===== src/inc/pwi_consts.svh =====
`ifndef PWI_CONSTS_SVH
`define PWI_CONSTS_SVH
// ============================================================
// register map: address is {port[3:0], offset[11:0]}
`define PWI_OFS_WAKE_FLAGS   12'h013
`define PWI_OFS_WAKE_ENABLE  12'h017
`define PWI_OFS_IRQ_FLAGS    12'h01B
`define PWI_OFS_IRQ_MASK     12'h01F
`define PWI_OFS_EVT_STATUS   12'h0F0
`define PWI_OFS_EVT_MASK     12'h0F1
`define PWI_OFS_MAC_ADDR0    12'h0F8
// ============================================================
// field positions and reset values
`define PWI_BIT_MAGIC        2
`define PWI_BIT_LINK         1
`define PWI_BIT_ENERGY       0
`define PWI_BIT_PTP          2
`define PWI_BIT_XCVR         1
`define PWI_BIT_ACL          0
`define PWI_RST_BYTE         8'h00
`define PWI_RST_MASK         3'h0
`define PWI_FIRST_PORT       4'h1
`endif


===== src/inc/pwi_pkg.sv =====
package pwi_pkg;
    typedef logic [2:0] pwi_bits3_t;
    typedef struct packed {
        logic [7:0] rdata;
        logic       wake;
        logic       irq;
    } pwi_out_t;
endpackage


===== src/inc/pwi_port_if.sv =====
`timescale 1ns/1ps
// per-port register view shared between top and the port slice
interface pwi_port_if;
    logic [2:0] wake_flags;
    logic [2:0] wake_en;
    logic [2:0] irq_flags;
    logic [2:0] irq_mask;
    logic       wr_flags;
    logic       wr_en;
    logic       wr_mask;
    logic [7:0] wdata;
    modport slice (output wake_flags, output wake_en, output irq_flags, output irq_mask,
                   input wr_flags, input wr_en, input wr_mask, input wdata);
    modport top   (input wake_flags, input wake_en, input irq_flags, input irq_mask,
                   output wr_flags, output wr_en, output wr_mask, output wdata);
endinterface


===== src/hw/pwi_port_slice.sv =====
`timescale 1ns/1ps
`include "pwi_consts.svh"
// one port's wake and interrupt registers
module pwi_port_slice #(
    parameter bit HAS_XCVR = 1'b1
) (
    input  wire logic      clk_sys_in,
    input  wire logic      nrst_in,
    input  wire logic      magic_hit_in,
    input  wire logic      link_up_in,
    input  wire logic      energy_in,
    input  wire logic      ptp_irq_in,
    input  wire logic      xcvr_irq_in,
    input  wire logic      acl_irq_in,
    pwi_port_if.slice      regs
);
    typedef struct packed {
        logic [2:0] wflg;
        logic [2:0] wen;
        logic       access_list_filter;
        logic [2:0] mask;
    } pwi_slice_st_t;

    pwi_slice_st_t st_q;
    pwi_slice_st_t st_d;
    logic [2:0]    ev;
    logic [2:0]    en_mask;

    // station port has no link or energy events
    assign en_mask = HAS_XCVR ? 3'h7 : 3'h4;
    assign ev      = {magic_hit_in, link_up_in, energy_in} & en_mask;

    // ============================================================
    // next state
    always_comb begin
        st_d = st_q;
        // write-one-to-clear, a new event in the same cycle wins
        if (regs.wr_flags) begin
            st_d.wflg = st_q.wflg & ~regs.wdata[2:0];
        end
        st_d.wflg = st_d.wflg | ev;
        if (regs.wr_en) begin
            st_d.wen = regs.wdata[2:0] & en_mask;
        end
        if (regs.wr_mask) begin
            st_d.mask = regs.wdata[2:0];
            // a toggle of the filter mask bit clears its status
            if (regs.wdata[`PWI_BIT_ACL] != st_q.mask[`PWI_BIT_ACL]) begin
                st_d.access_list_filter = 1'b0;
            end
        end
        if (acl_irq_in) begin
            st_d.access_list_filter = 1'b1;
        end
    end

    // ============================================================
    // state register
    always_ff @(posedge clk_sys_in or negedge nrst_in) begin
        if (!nrst_in) begin
            st_q <= '0;
        end else begin
            st_q <= st_d;
        end
    end

    assign regs.wake_flags = st_q.wflg;
    assign regs.wake_en    = st_q.wen;
    assign regs.irq_mask   = st_q.mask;
    // PTP and transceiver summaries are live levels, the filter bit is latched; all read-only
    assign regs.irq_flags  = {ptp_irq_in & HAS_XCVR, xcvr_irq_in & HAS_XCVR, st_q.access_list_filter};
endmodule // pwi_port_slice


===== src/hw/pwi_wake_irq.sv =====
`timescale 1ns/1ps
`include "pwi_consts.svh"
// per-port wake-event and interrupt-status block, three ports
module pwi_wake_irq #(
    parameter int NPORTS   = 3,
    parameter int NXCVR    = 2
) (
    input  wire logic                 clk_sys_in,
    input  wire logic                 nrst_in,
    input  wire logic [15:0]          addr_in,
    input  wire logic [7:0]           wdata_in,
    input  wire logic                 wr_in,
    input  wire logic                 rd_in,
    output logic      [7:0]           rdata_out,
    input  wire logic [NPORTS-1:0]    magic_seen_in,
    input  wire logic [NPORTS*48-1:0] magic_dest_in,
    input  wire logic [NPORTS-1:0]    link_up_in,
    input  wire logic [NPORTS-1:0]    energy_in,
    input  wire logic [NPORTS-1:0]    ptp_irq_in,
    input  wire logic [NPORTS-1:0]    xcvr_irq_in,
    input  wire logic [NPORTS-1:0]    acl_irq_in,
    output logic                      wake_event_pin_out,
    output logic                      irq_out
);
    // ============================================================
    // state
    typedef struct packed {
        logic [47:0]       mac;
        logic [NPORTS-1:0] link_s1;
        logic [NPORTS-1:0] link_s2;
        logic [NPORTS-1:0] link_s3;
        logic [NPORTS-1:0] en_s1;
        logic [NPORTS-1:0] en_s2;
        logic [NPORTS-1:0] en_s3;
        logic [NPORTS-1:0] evst;
        logic [NPORTS-1:0] evmask;
        logic [NPORTS-1:0] ppend;
        pwi_pkg::pwi_out_t o;
    } pwi_top_st_t;

    pwi_top_st_t       st_q;
    pwi_top_st_t       st_d;
    logic [NPORTS-1:0] magic_hit;
    logic [NPORTS-1:0] wake_any;
    logic [NPORTS-1:0] irq_any;
    logic [NPORTS-1:0] sel;
    logic [11:0]       ofs;
    logic [7:0]        rd_mux;
    logic [7:0]        port_rd [NPORTS];

    pwi_port_if pif [NPORTS] ();

    assign ofs = addr_in[11:0];

    // port field of the address selects a slice
    function automatic logic port_hit(input logic [15:0] a, input int p);
        port_hit = (a[15:12] == (`PWI_FIRST_PORT + 4'(p)));
    endfunction

    // one port's register byte at an offset, unmapped offsets read zero
    function automatic logic [7:0] port_byte(
        input logic [11:0] o,
        input logic [2:0]  wf,
        input logic [2:0]  we,
        input logic [2:0]  fl,
        input logic [2:0]  mk
    );
        case (o)
            `PWI_OFS_WAKE_FLAGS:  port_byte = {5'h00, wf};
            `PWI_OFS_WAKE_ENABLE: port_byte = {5'h00, we};
            `PWI_OFS_IRQ_FLAGS:   port_byte = {5'h00, fl};
            `PWI_OFS_IRQ_MASK:    port_byte = {5'h00, mk};
            default:              port_byte = 8'h00;
        endcase
    endfunction

    // ============================================================
    // per-port slices
    genvar g;
    generate
        for (g = 0; g < NPORTS; g++) begin : g_port
            // link and energy come off the copper side, another clock
            logic link_rise;
            logic en_rise;
            assign link_rise = st_q.link_s2[g] & ~st_q.link_s3[g];
            assign en_rise   = st_q.en_s2[g] & ~st_q.en_s3[g];
            // destination compared against the station address
            assign magic_hit[g] = magic_seen_in[g]
                & (magic_dest_in[g*48 +: 48] == st_q.mac);
            assign sel[g] = port_hit(addr_in, g);
            assign pif[g].wr_flags = wr_in & sel[g] & (ofs == `PWI_OFS_WAKE_FLAGS);
            assign pif[g].wr_en    = wr_in & sel[g] & (ofs == `PWI_OFS_WAKE_ENABLE);
            assign pif[g].wr_mask  = wr_in & sel[g] & (ofs == `PWI_OFS_IRQ_MASK);
            assign pif[g].wdata    = wdata_in;
            // interface arrays take constant indices only, so each byte is built here
            assign port_rd[g] = port_byte(ofs, pif[g].wake_flags, pif[g].wake_en,
                                          pif[g].irq_flags, pif[g].irq_mask);
            pwi_port_slice #(
                .HAS_XCVR (g < NXCVR)
            ) u_slice (
                .clk_sys_in   (clk_sys_in),
                .nrst_in      (nrst_in),
                .magic_hit_in (magic_hit[g]),
                .link_up_in   (link_rise),
                .energy_in    (en_rise),
                .ptp_irq_in   (ptp_irq_in[g]),
                .xcvr_irq_in  (xcvr_irq_in[g]),
                .acl_irq_in   (acl_irq_in[g]),
                .regs         (pif[g])
            );
            // enabled latched wake flags
            assign wake_any[g] = |(pif[g].wake_flags & pif[g].wake_en);
            // mask bit zero enables its source
            assign irq_any[g]  = |(pif[g].irq_flags & ~pif[g].irq_mask);
        end
    endgenerate

    // ============================================================
    // read mux, unmapped reads return zero
    always_comb begin
        rd_mux = 8'h00;
        for (int p = 0; p < NPORTS; p++) begin
            if (sel[p]) begin
                rd_mux = port_rd[p];
            end
        end
        if (addr_in[15:12] == 4'h0) begin
            if (ofs == `PWI_OFS_EVT_STATUS) begin
                rd_mux = 8'(st_q.evst);
            end else if (ofs == `PWI_OFS_EVT_MASK) begin
                rd_mux = 8'(st_q.evmask);
            end else if (ofs >= `PWI_OFS_MAC_ADDR0 && ofs < `PWI_OFS_MAC_ADDR0 + 12'h006) begin
                rd_mux = st_q.mac[8*(5 - 32'(ofs - `PWI_OFS_MAC_ADDR0)) +: 8];
            end
        end
    end

    // ============================================================
    // next state
    always_comb begin
        st_d = st_q;
        // two-flop synchronisers, third flop for edge detect
        st_d.link_s1 = link_up_in;
        st_d.link_s2 = st_q.link_s1;
        st_d.link_s3 = st_q.link_s2;
        st_d.en_s1   = energy_in;
        st_d.en_s2   = st_q.en_s1;
        st_d.en_s3   = st_q.en_s2;
        // station address bytes, byte 0 is the most significant
        if (wr_in && addr_in[15:12] == 4'h0) begin
            for (int b = 0; b < 6; b++) begin
                if (ofs == `PWI_OFS_MAC_ADDR0 + 12'(b)) begin
                    st_d.mac[8*(5-b) +: 8] = wdata_in;
                end
            end
            if (ofs == `PWI_OFS_EVT_MASK) begin
                st_d.evmask = wdata_in[NPORTS-1:0];
            end
        end
        // sticky event status: read clears, new rise wins
        if (rd_in && addr_in[15:12] == 4'h0 && ofs == `PWI_OFS_EVT_STATUS) begin
            st_d.evst = '0;
        end
        st_d.evst  = st_d.evst | (irq_any & ~st_q.ppend);
        st_d.ppend = irq_any;
        st_d.o.rdata = rd_in ? rd_mux : 8'h00;
        st_d.o.wake  = |wake_any;
        st_d.o.irq   = |(st_d.evst & ~st_d.evmask);
    end

    // ============================================================
    // state register
    always_ff @(posedge clk_sys_in or negedge nrst_in) begin
        if (!nrst_in) begin
            st_q <= '0;
        end else begin
            st_q <= st_d;
        end
    end

    assign rdata_out          = st_q.o.rdata;
    assign wake_event_pin_out = st_q.o.wake;
    assign irq_out            = st_q.o.irq;
endmodule // pwi_wake_irq


===== config.mk =====
export PLATFORM = sky130hd
export DESIGN_NAME = pwi_wake_irq
export DESIGN_NICKNAME = d
export VERILOG_FILES = /design/src/inc/pwi_pkg.sv /design/src/inc/pwi_port_if.sv /design/src/hw/pwi_port_slice.sv /design/src/hw/pwi_wake_irq.sv
export VERILOG_INCLUDE_DIRS = /design/src /design/src/inc
export SDC_FILE = /design/constraint.sdc
export NUM_CORES = 1
export LEC_CHECK = 0
export ABC_AREA = 0
export BUFFER_PORTS_ARGS = -buffer_cell sky130_fd_sc_hd__buf_2
export CORE_ASPECT_RATIO = 1.75
export CORE_UTILIZATION = 31
export DETAILED_ROUTE_END_ITERATION = 10
export SLEW_MARGIN = 15
export SYNTH_ARGS = -nofsm -noshare
export SYNTH_HDL_FRONTEND = slang
export SYNTH_SLANG_ARGS = --single-unit
export TNS_END_PERCENT = 100

===== constraint.sdc =====
create_clock -name clk_sys_in -period 1.6 [get_ports clk_sys_in]
set_input_delay 0.08 -clock clk_sys_in [delete_from_list [all_inputs] [get_ports clk_sys_in]]
set_output_delay 0.08 -clock clk_sys_in [all_outputs]
set_load 0.02 [all_outputs]

## Yosys cells after proc, flatten, opt, wreduce, memory -nomap -nowiden

Index checks and enable logic that the tools add are counted.

| storage, ports and cells | value |
|---|---|
| flip-flop bits (word level) | 107 |
| word-level logic and storage cells | 151 |
| bits of input ports | 190 |
| output and inout port bits | 10 |

| cells by class | value |
|---|---|
| equality and inequality tests | 21 |
| $lt $le $gt $ge | 2 |
| reductions and logical operators | 25 |
| add/sub/neg operators | 2 |
| shifts and indexed selects | 1 |
| mux-type cells | 26 |
| bitwise operators | 44 |

Operators with widths:

| cell | number |
|---|---|
| $eq 48x48->1 | 3 |
| $eq 12x8->1 const B | 8 |
| $mux 8 | 8 |
| $eq 12x5->1 const B | 4 |
| $shiftx 48x33->8 | 1 |
| $pmux 3 s4 | 3 |
| $and 3x3->3 | 10 |
| $and 1x1->1 | 19 |
| $mux 3 | 6 |
| $not 3->3 | 6 |
| $reduce_and 2->1 | 9 |
| $sub 4x13->14 const A | 1 |
| $sub 12x8->13 const B | 1 |
| $ge 12x8->1 const B | 1 |
| $lt 12x8->1 const B | 1 |
| $mux 4 | 3 |
| $or 3x3->3 | 4 |
| $reduce_bool 2->1 | 6 |
| $reduce_or 3->1 | 4 |
| $reduce_or 9->1 | 1 |
| $eq 4x2->1 const B | 2 |
| $mux 1 | 6 |
| $eq 4x1->1 const B | 1 |
| $logic_and 1x1->1 | 4 |
| 4 further kinds | 9 |

## Depth between registers and ports, before layout

| depth | value |
|---|---|
| depth in word-level cells | 10 |
| mapped depth | 10 |
| mapped depth without buffers | 7 |

## Modules after synthesis

From an unflattened synthesis, not the netlist that was laid out.

| second synthesis, totals | value |
|---|---|
| cell total of the unflattened synthesis | 635 |
| area total of the unflattened synthesis | 6910.4 sq um |

Modules (own cells, without submodules):

| module | cells an instance | instances | sequential area each (sq um) | area each (sq um) |
|---|---|---|---|---|
| pwi_wake_irq | 554 | 1 | 2127.0 | 5804.3 |
| pwi_port_slice (g_port[0].u_slice ...) | 28 | 2 | 250.2 | 389.1 |
| pwi_port_slice (g_port[2].u_slice) | 25 | 1 | 200.2 | 327.8 |

## Worst setup path before layout

Ideal clock, no wire load.

| path | value |
|---|---|
| path kind | input-to-reg |
| from | in addr_in[9] |
| to | reg st_q[48] (netlist bit) |
| arrival time | 2.020 ns |
| setup slack | -0.545 ns |
| path buffers | 1 |
| stages on the path | 6 |
| required time | 1.475 ns |
| setup time | 0.125 ns |
| path through | or4_1 -> buf_2 -> nor4b_4 -> nand4_1 -> nor3_4 -> mux2_2 |

| between the ends | value |
|---|---|
| cells in the longest elaborated chain, start to end | 2 |

RTL lines:

| element | line | text |
|---|---|---|
| from (decl) | pwi_wake_irq.sv:10 | `input wire logic [15:0] addr_in,` |
| $eq 12x8->1 | pwi_wake_irq.sv:152 | `` if (ofs == `PWI_OFS_MAC_ADDR0 + 12'(b)) begin `` |
| $reduce_and 2->1 (no source line) | - |  |
| to (signal assigned) | pwi_wake_irq.sv:177 | `st_q <= st_d;` |
| to (decl) | pwi_wake_irq.sv:41 | `pwi_top_st_t st_q;` |

Every way passes these cells.
A chain may end at the register's enable or synchronous reset.

==> metrics.md <==
| Metric | Value |
|---|---|
| P_int | `4.417 mW` |
| Max Root-Sink Buffers | `2` |
| VDD IR max | `0.4944 mV` |
| Critical path required time | `1.90 ns` |
| Hold Slack | `0.03608 ns` |
| Total GRT Usage | `24.75%` |
| Post-Synthesis Cell Area | `0.006585 mm2` |
| Max-Cap Viols | `0` |
| Final setup viols | `74` |
| Seq/Total Area, Yosys | `40.66%` |
| Final setup margin | `-0.2880 ns` |
| Share of cells above drive strength 1 | `51.78%` |
| Cell leakage power | `4.563 nW` |
| DR WL/cell | `22.47 um` |
| Net Sw Power | `1.570 mW` |
| Most frequent cells in the layout | `buf_2 (191), buf_4 (114), dfrtp_1 (104)` |
| Chip Width | `112.2 um` |
| Worst setup EP type | `flop` |
| Layout area overhead | `49.97%` |
| Yosys reg bits | `107` |
| Outcome | `finished, violations left` |
| Hold Violations, Final | `0` |
| Post-route minimum period | `1.888 ns` |
| Total grt overflow | `0` |
| Clock transition at the registers of the reported paths | `0.08 ns` |
| Period utilization | `118.0%` |
| Layout Cells excl Fill | `1,179` |
| Routed WL | `26,490 um` |
| Worst-Skew Late Latency | `0.36 ns` |
| Initial DRC Count | `285` |
| Crit path DAT | `2.19 ns` |
| Syn_nets | `789` |
| Port bufs | `195` |
| # nets final | `1,116` |
| Pins Over Slew Limit | `0` |
| Slew of the pin with the lowest slew margin | `0.4983 ns` |
| Floorplan row count | `70` |
| Largest net degree at the start of global routing | `48` |
| TritonCTS Buffers | `9` |
| Core area | `0.02085 mm2` |
| Die area | `0.02185 mm2` |
| RSZ-0062 raised after global routing | `yes` |
| Asr flop ratio synth | `100.0%` |
| Vias/cell | `5.157` |
| Critical path startpoint category | `flop` |
| Post-DP HPWL | `21,790 um` |
| Root buffer cell | `clkbuf_16` |
| Combinational power share | `15.3%` |
| Drt pass-1 iters | `7` |
| Drt drc | `6` |
| Vias in the first global route | `6,505` |
| Flop pwr share | `45.5%` |
| Skew final | `0.01645 ns` |
| Gp weighted congestion | `0.9410` |
| CP Class | `reg -> reg` |
| Num ports | `200` |
| Pwr/cell area | `606.2 mW/mm2` |
| Mapped Cells | `596` |
| Hold crit path type | `in -> reg` |
| EDFF count, synth | `0` |
| Maximum fanout along the worst path | `2` |
| TritonCTS clock tree | `built` |
| Remaining antenna violation count | `0` |
| Antenna cell count | `0` |
| Syn avg cell area | `11.05 um2` |
| Clock Power Share | `39.2%` |
| Failing checks | `DRC, setup timing` |
| Relative slew margins | `66.78%` |
| H-tree levels | `3` |
| FMAX | `529.7 MHz` |
| Ys flop type | `dfrtp_1` |
| Chip Height | `194.8 um` |
| DR vias | `6,080` |
| Global-route wire length before repair | `38,900 um` |
| Initial Util | `31.59%` |
| Dpl cells | `1,144` |
| Post-synth cell types | `61` |
| Most common cell after layout, fill and taps aside | `buf_2` |
| Clock Sinks | `107` |
| Initial antenna violation count | `0` |
| Sw frac | `26.22%` |
| Synth warn | `0` |
[power by group through the flow]
stage | sequential, mW | combinational [mW] | clock, mW
after CTS | 2.73 | 0.905 | 2.37
after global routing | 2.73 | 0.978 | 2.47
after detailed placement | 2.78 | 0.855 | 0
after global placement | 2.78 | 0.852 | 0
final | 2.73 | 0.914 | 2.35
after floorplan | 2.78 | 0.324 | 0
[routing by layer]
layer / routed length [um] / track usage, % / up-vias
li1: - / - / 2800
met1: 9126 / 25.00 / 2980
met2: 14300 / 46.49 / 238
met3: 1063 / 3.056 / 62
met4: 2000 / 17.14 / 0
met5: 0 / 0 / -
[flip-flops by register name, indices dropped and copies added, names as in the netlist]
name / cells
st_q: 61
g_port.u_slice.regs.irq_mask: 9
g_port.u_slice.regs.wake_flags: 9
rdata_out: 8
st_d: 8
g_port.u_slice.regs.wake_en: 7
g_port.u_slice.regs.irq_flags: 3
irq_out: 1
wake_event_pin_out: 1
[cell type report]
| class | instances | area (um2) |
|---|---|---|
| inverters | 31 | 116.4 |
| multi-input cells | 432 | 4140 |
| well taps | 252 | 315.3 |
| clock buffers | 9 | 225.2 |
| fillers | 2003 | 10970 |
| repair buffers | 342 | 2313 |
| clock inverters | 6 | 83.83 |
| flip-flops and latches | 107 | 2681 |
[critical path, stage by stage (launching register included)]
cell and delay (ns):
dfrtp_1 0.40, xor2_1 0.18, nor4_2 0.35, buf_4 0.16
nand4_1 0.10, a2111oi_2 0.27, buf_4 0.20, a32o_1 0.16
[cell families after synthesis]
kind of cell               count (synthesis)  share of synthesized area, %
xor gates and xnor gates                 137                         18.22
adders and majority gates                  3                        0.5701
muxes                                     85                         16.72
buffers and inverters                     57                         3.762
AOI/OAI and AO/OA                         71                         7.885
and+or+nand+nor                          136                         12.18
DFF                                      107                         40.66
[synthesized netlist by cell type (all sizes together) (3+ instances only)]
cell type / count / share of area (%)
o31ai: 3 / 0.34
dfrtp: 107 / 41
mux2: 60 / 10
o22ai: 4 / 0.38
ha: 3 / 0.57
o21ai: 12 / 0.91
nand4: 32 / 3.1
nor4b: 4 / 0.76
xor2: 41 / 5.5
a222oi: 3 / 0.46
mux4: 14 / 4.8
a21oi: 10 / 0.76
nand2: 23 / 1.3
o211ai: 5 / 0.57
xnor2: 96 / 13
nand3: 11 / 0.84
a22o: 6 / 0.80
inv: 31 / 1.8
buf: 16 / 1.4
nand2b: 4 / 0.38
mux2i: 11 / 1.7
nor4: 16 / 1.5
a21boi: 3 / 0.34
nor3: 10 / 1.1
nor2: 21 / 1.3
clkbuf: 10 / 0.57
[through the flow]
stage          total power, mW  worst slack [ns]  utilization (%)  area [um2]  TNS (ns)
2_1_floorplan            3.102           -0.5391                -        6703    -27.89
3_3_place_gp             3.631           -0.5829            42.59        8879    -42.23
3_5_place_dp             3.635           -0.6083            42.59        8879    -43.97
4_1_cts                  6.003           -0.3416            46.60        9714    -11.04
5_1_grt                  6.177           -0.3121            47.38        9876    -15.31
6_report                 5.986           -0.2880            47.38        9876    -10.33
[final timing paths]
check,slack (ns),startpoint,cells past startpoint,end
setup / recovery,-0.29,st_q[76],7,g_port[1].u_slice.regs.wake_flags[2]
hold / removal,0.04,magic_seen_in[0],3,g_port[0].u_slice.regs.wake_flags[2]
setup reg to reg,-0.29,st_q[76],7,g_port[1].u_slice.regs.wake_flags[2]
hold reg to reg,0.36,st_d[23],0,st_d[20]
max in group asynchronous,0.86,nrst_in,3,st_q[53]
min in group asynchronous,0.16,nrst_in,2,st_d[23]
[timing repair]
action | in CTS | in global routing
buffers inserted | 10 | 2
resized for setup | 89 | 41
hold buffers | 8 | 0
hold endpoints to repair | 114 | 0
setup endpoints to repair | 78 | 86
pin swaps | 36 | 31
Note: power is estimated with default switching activity, not from simulation.
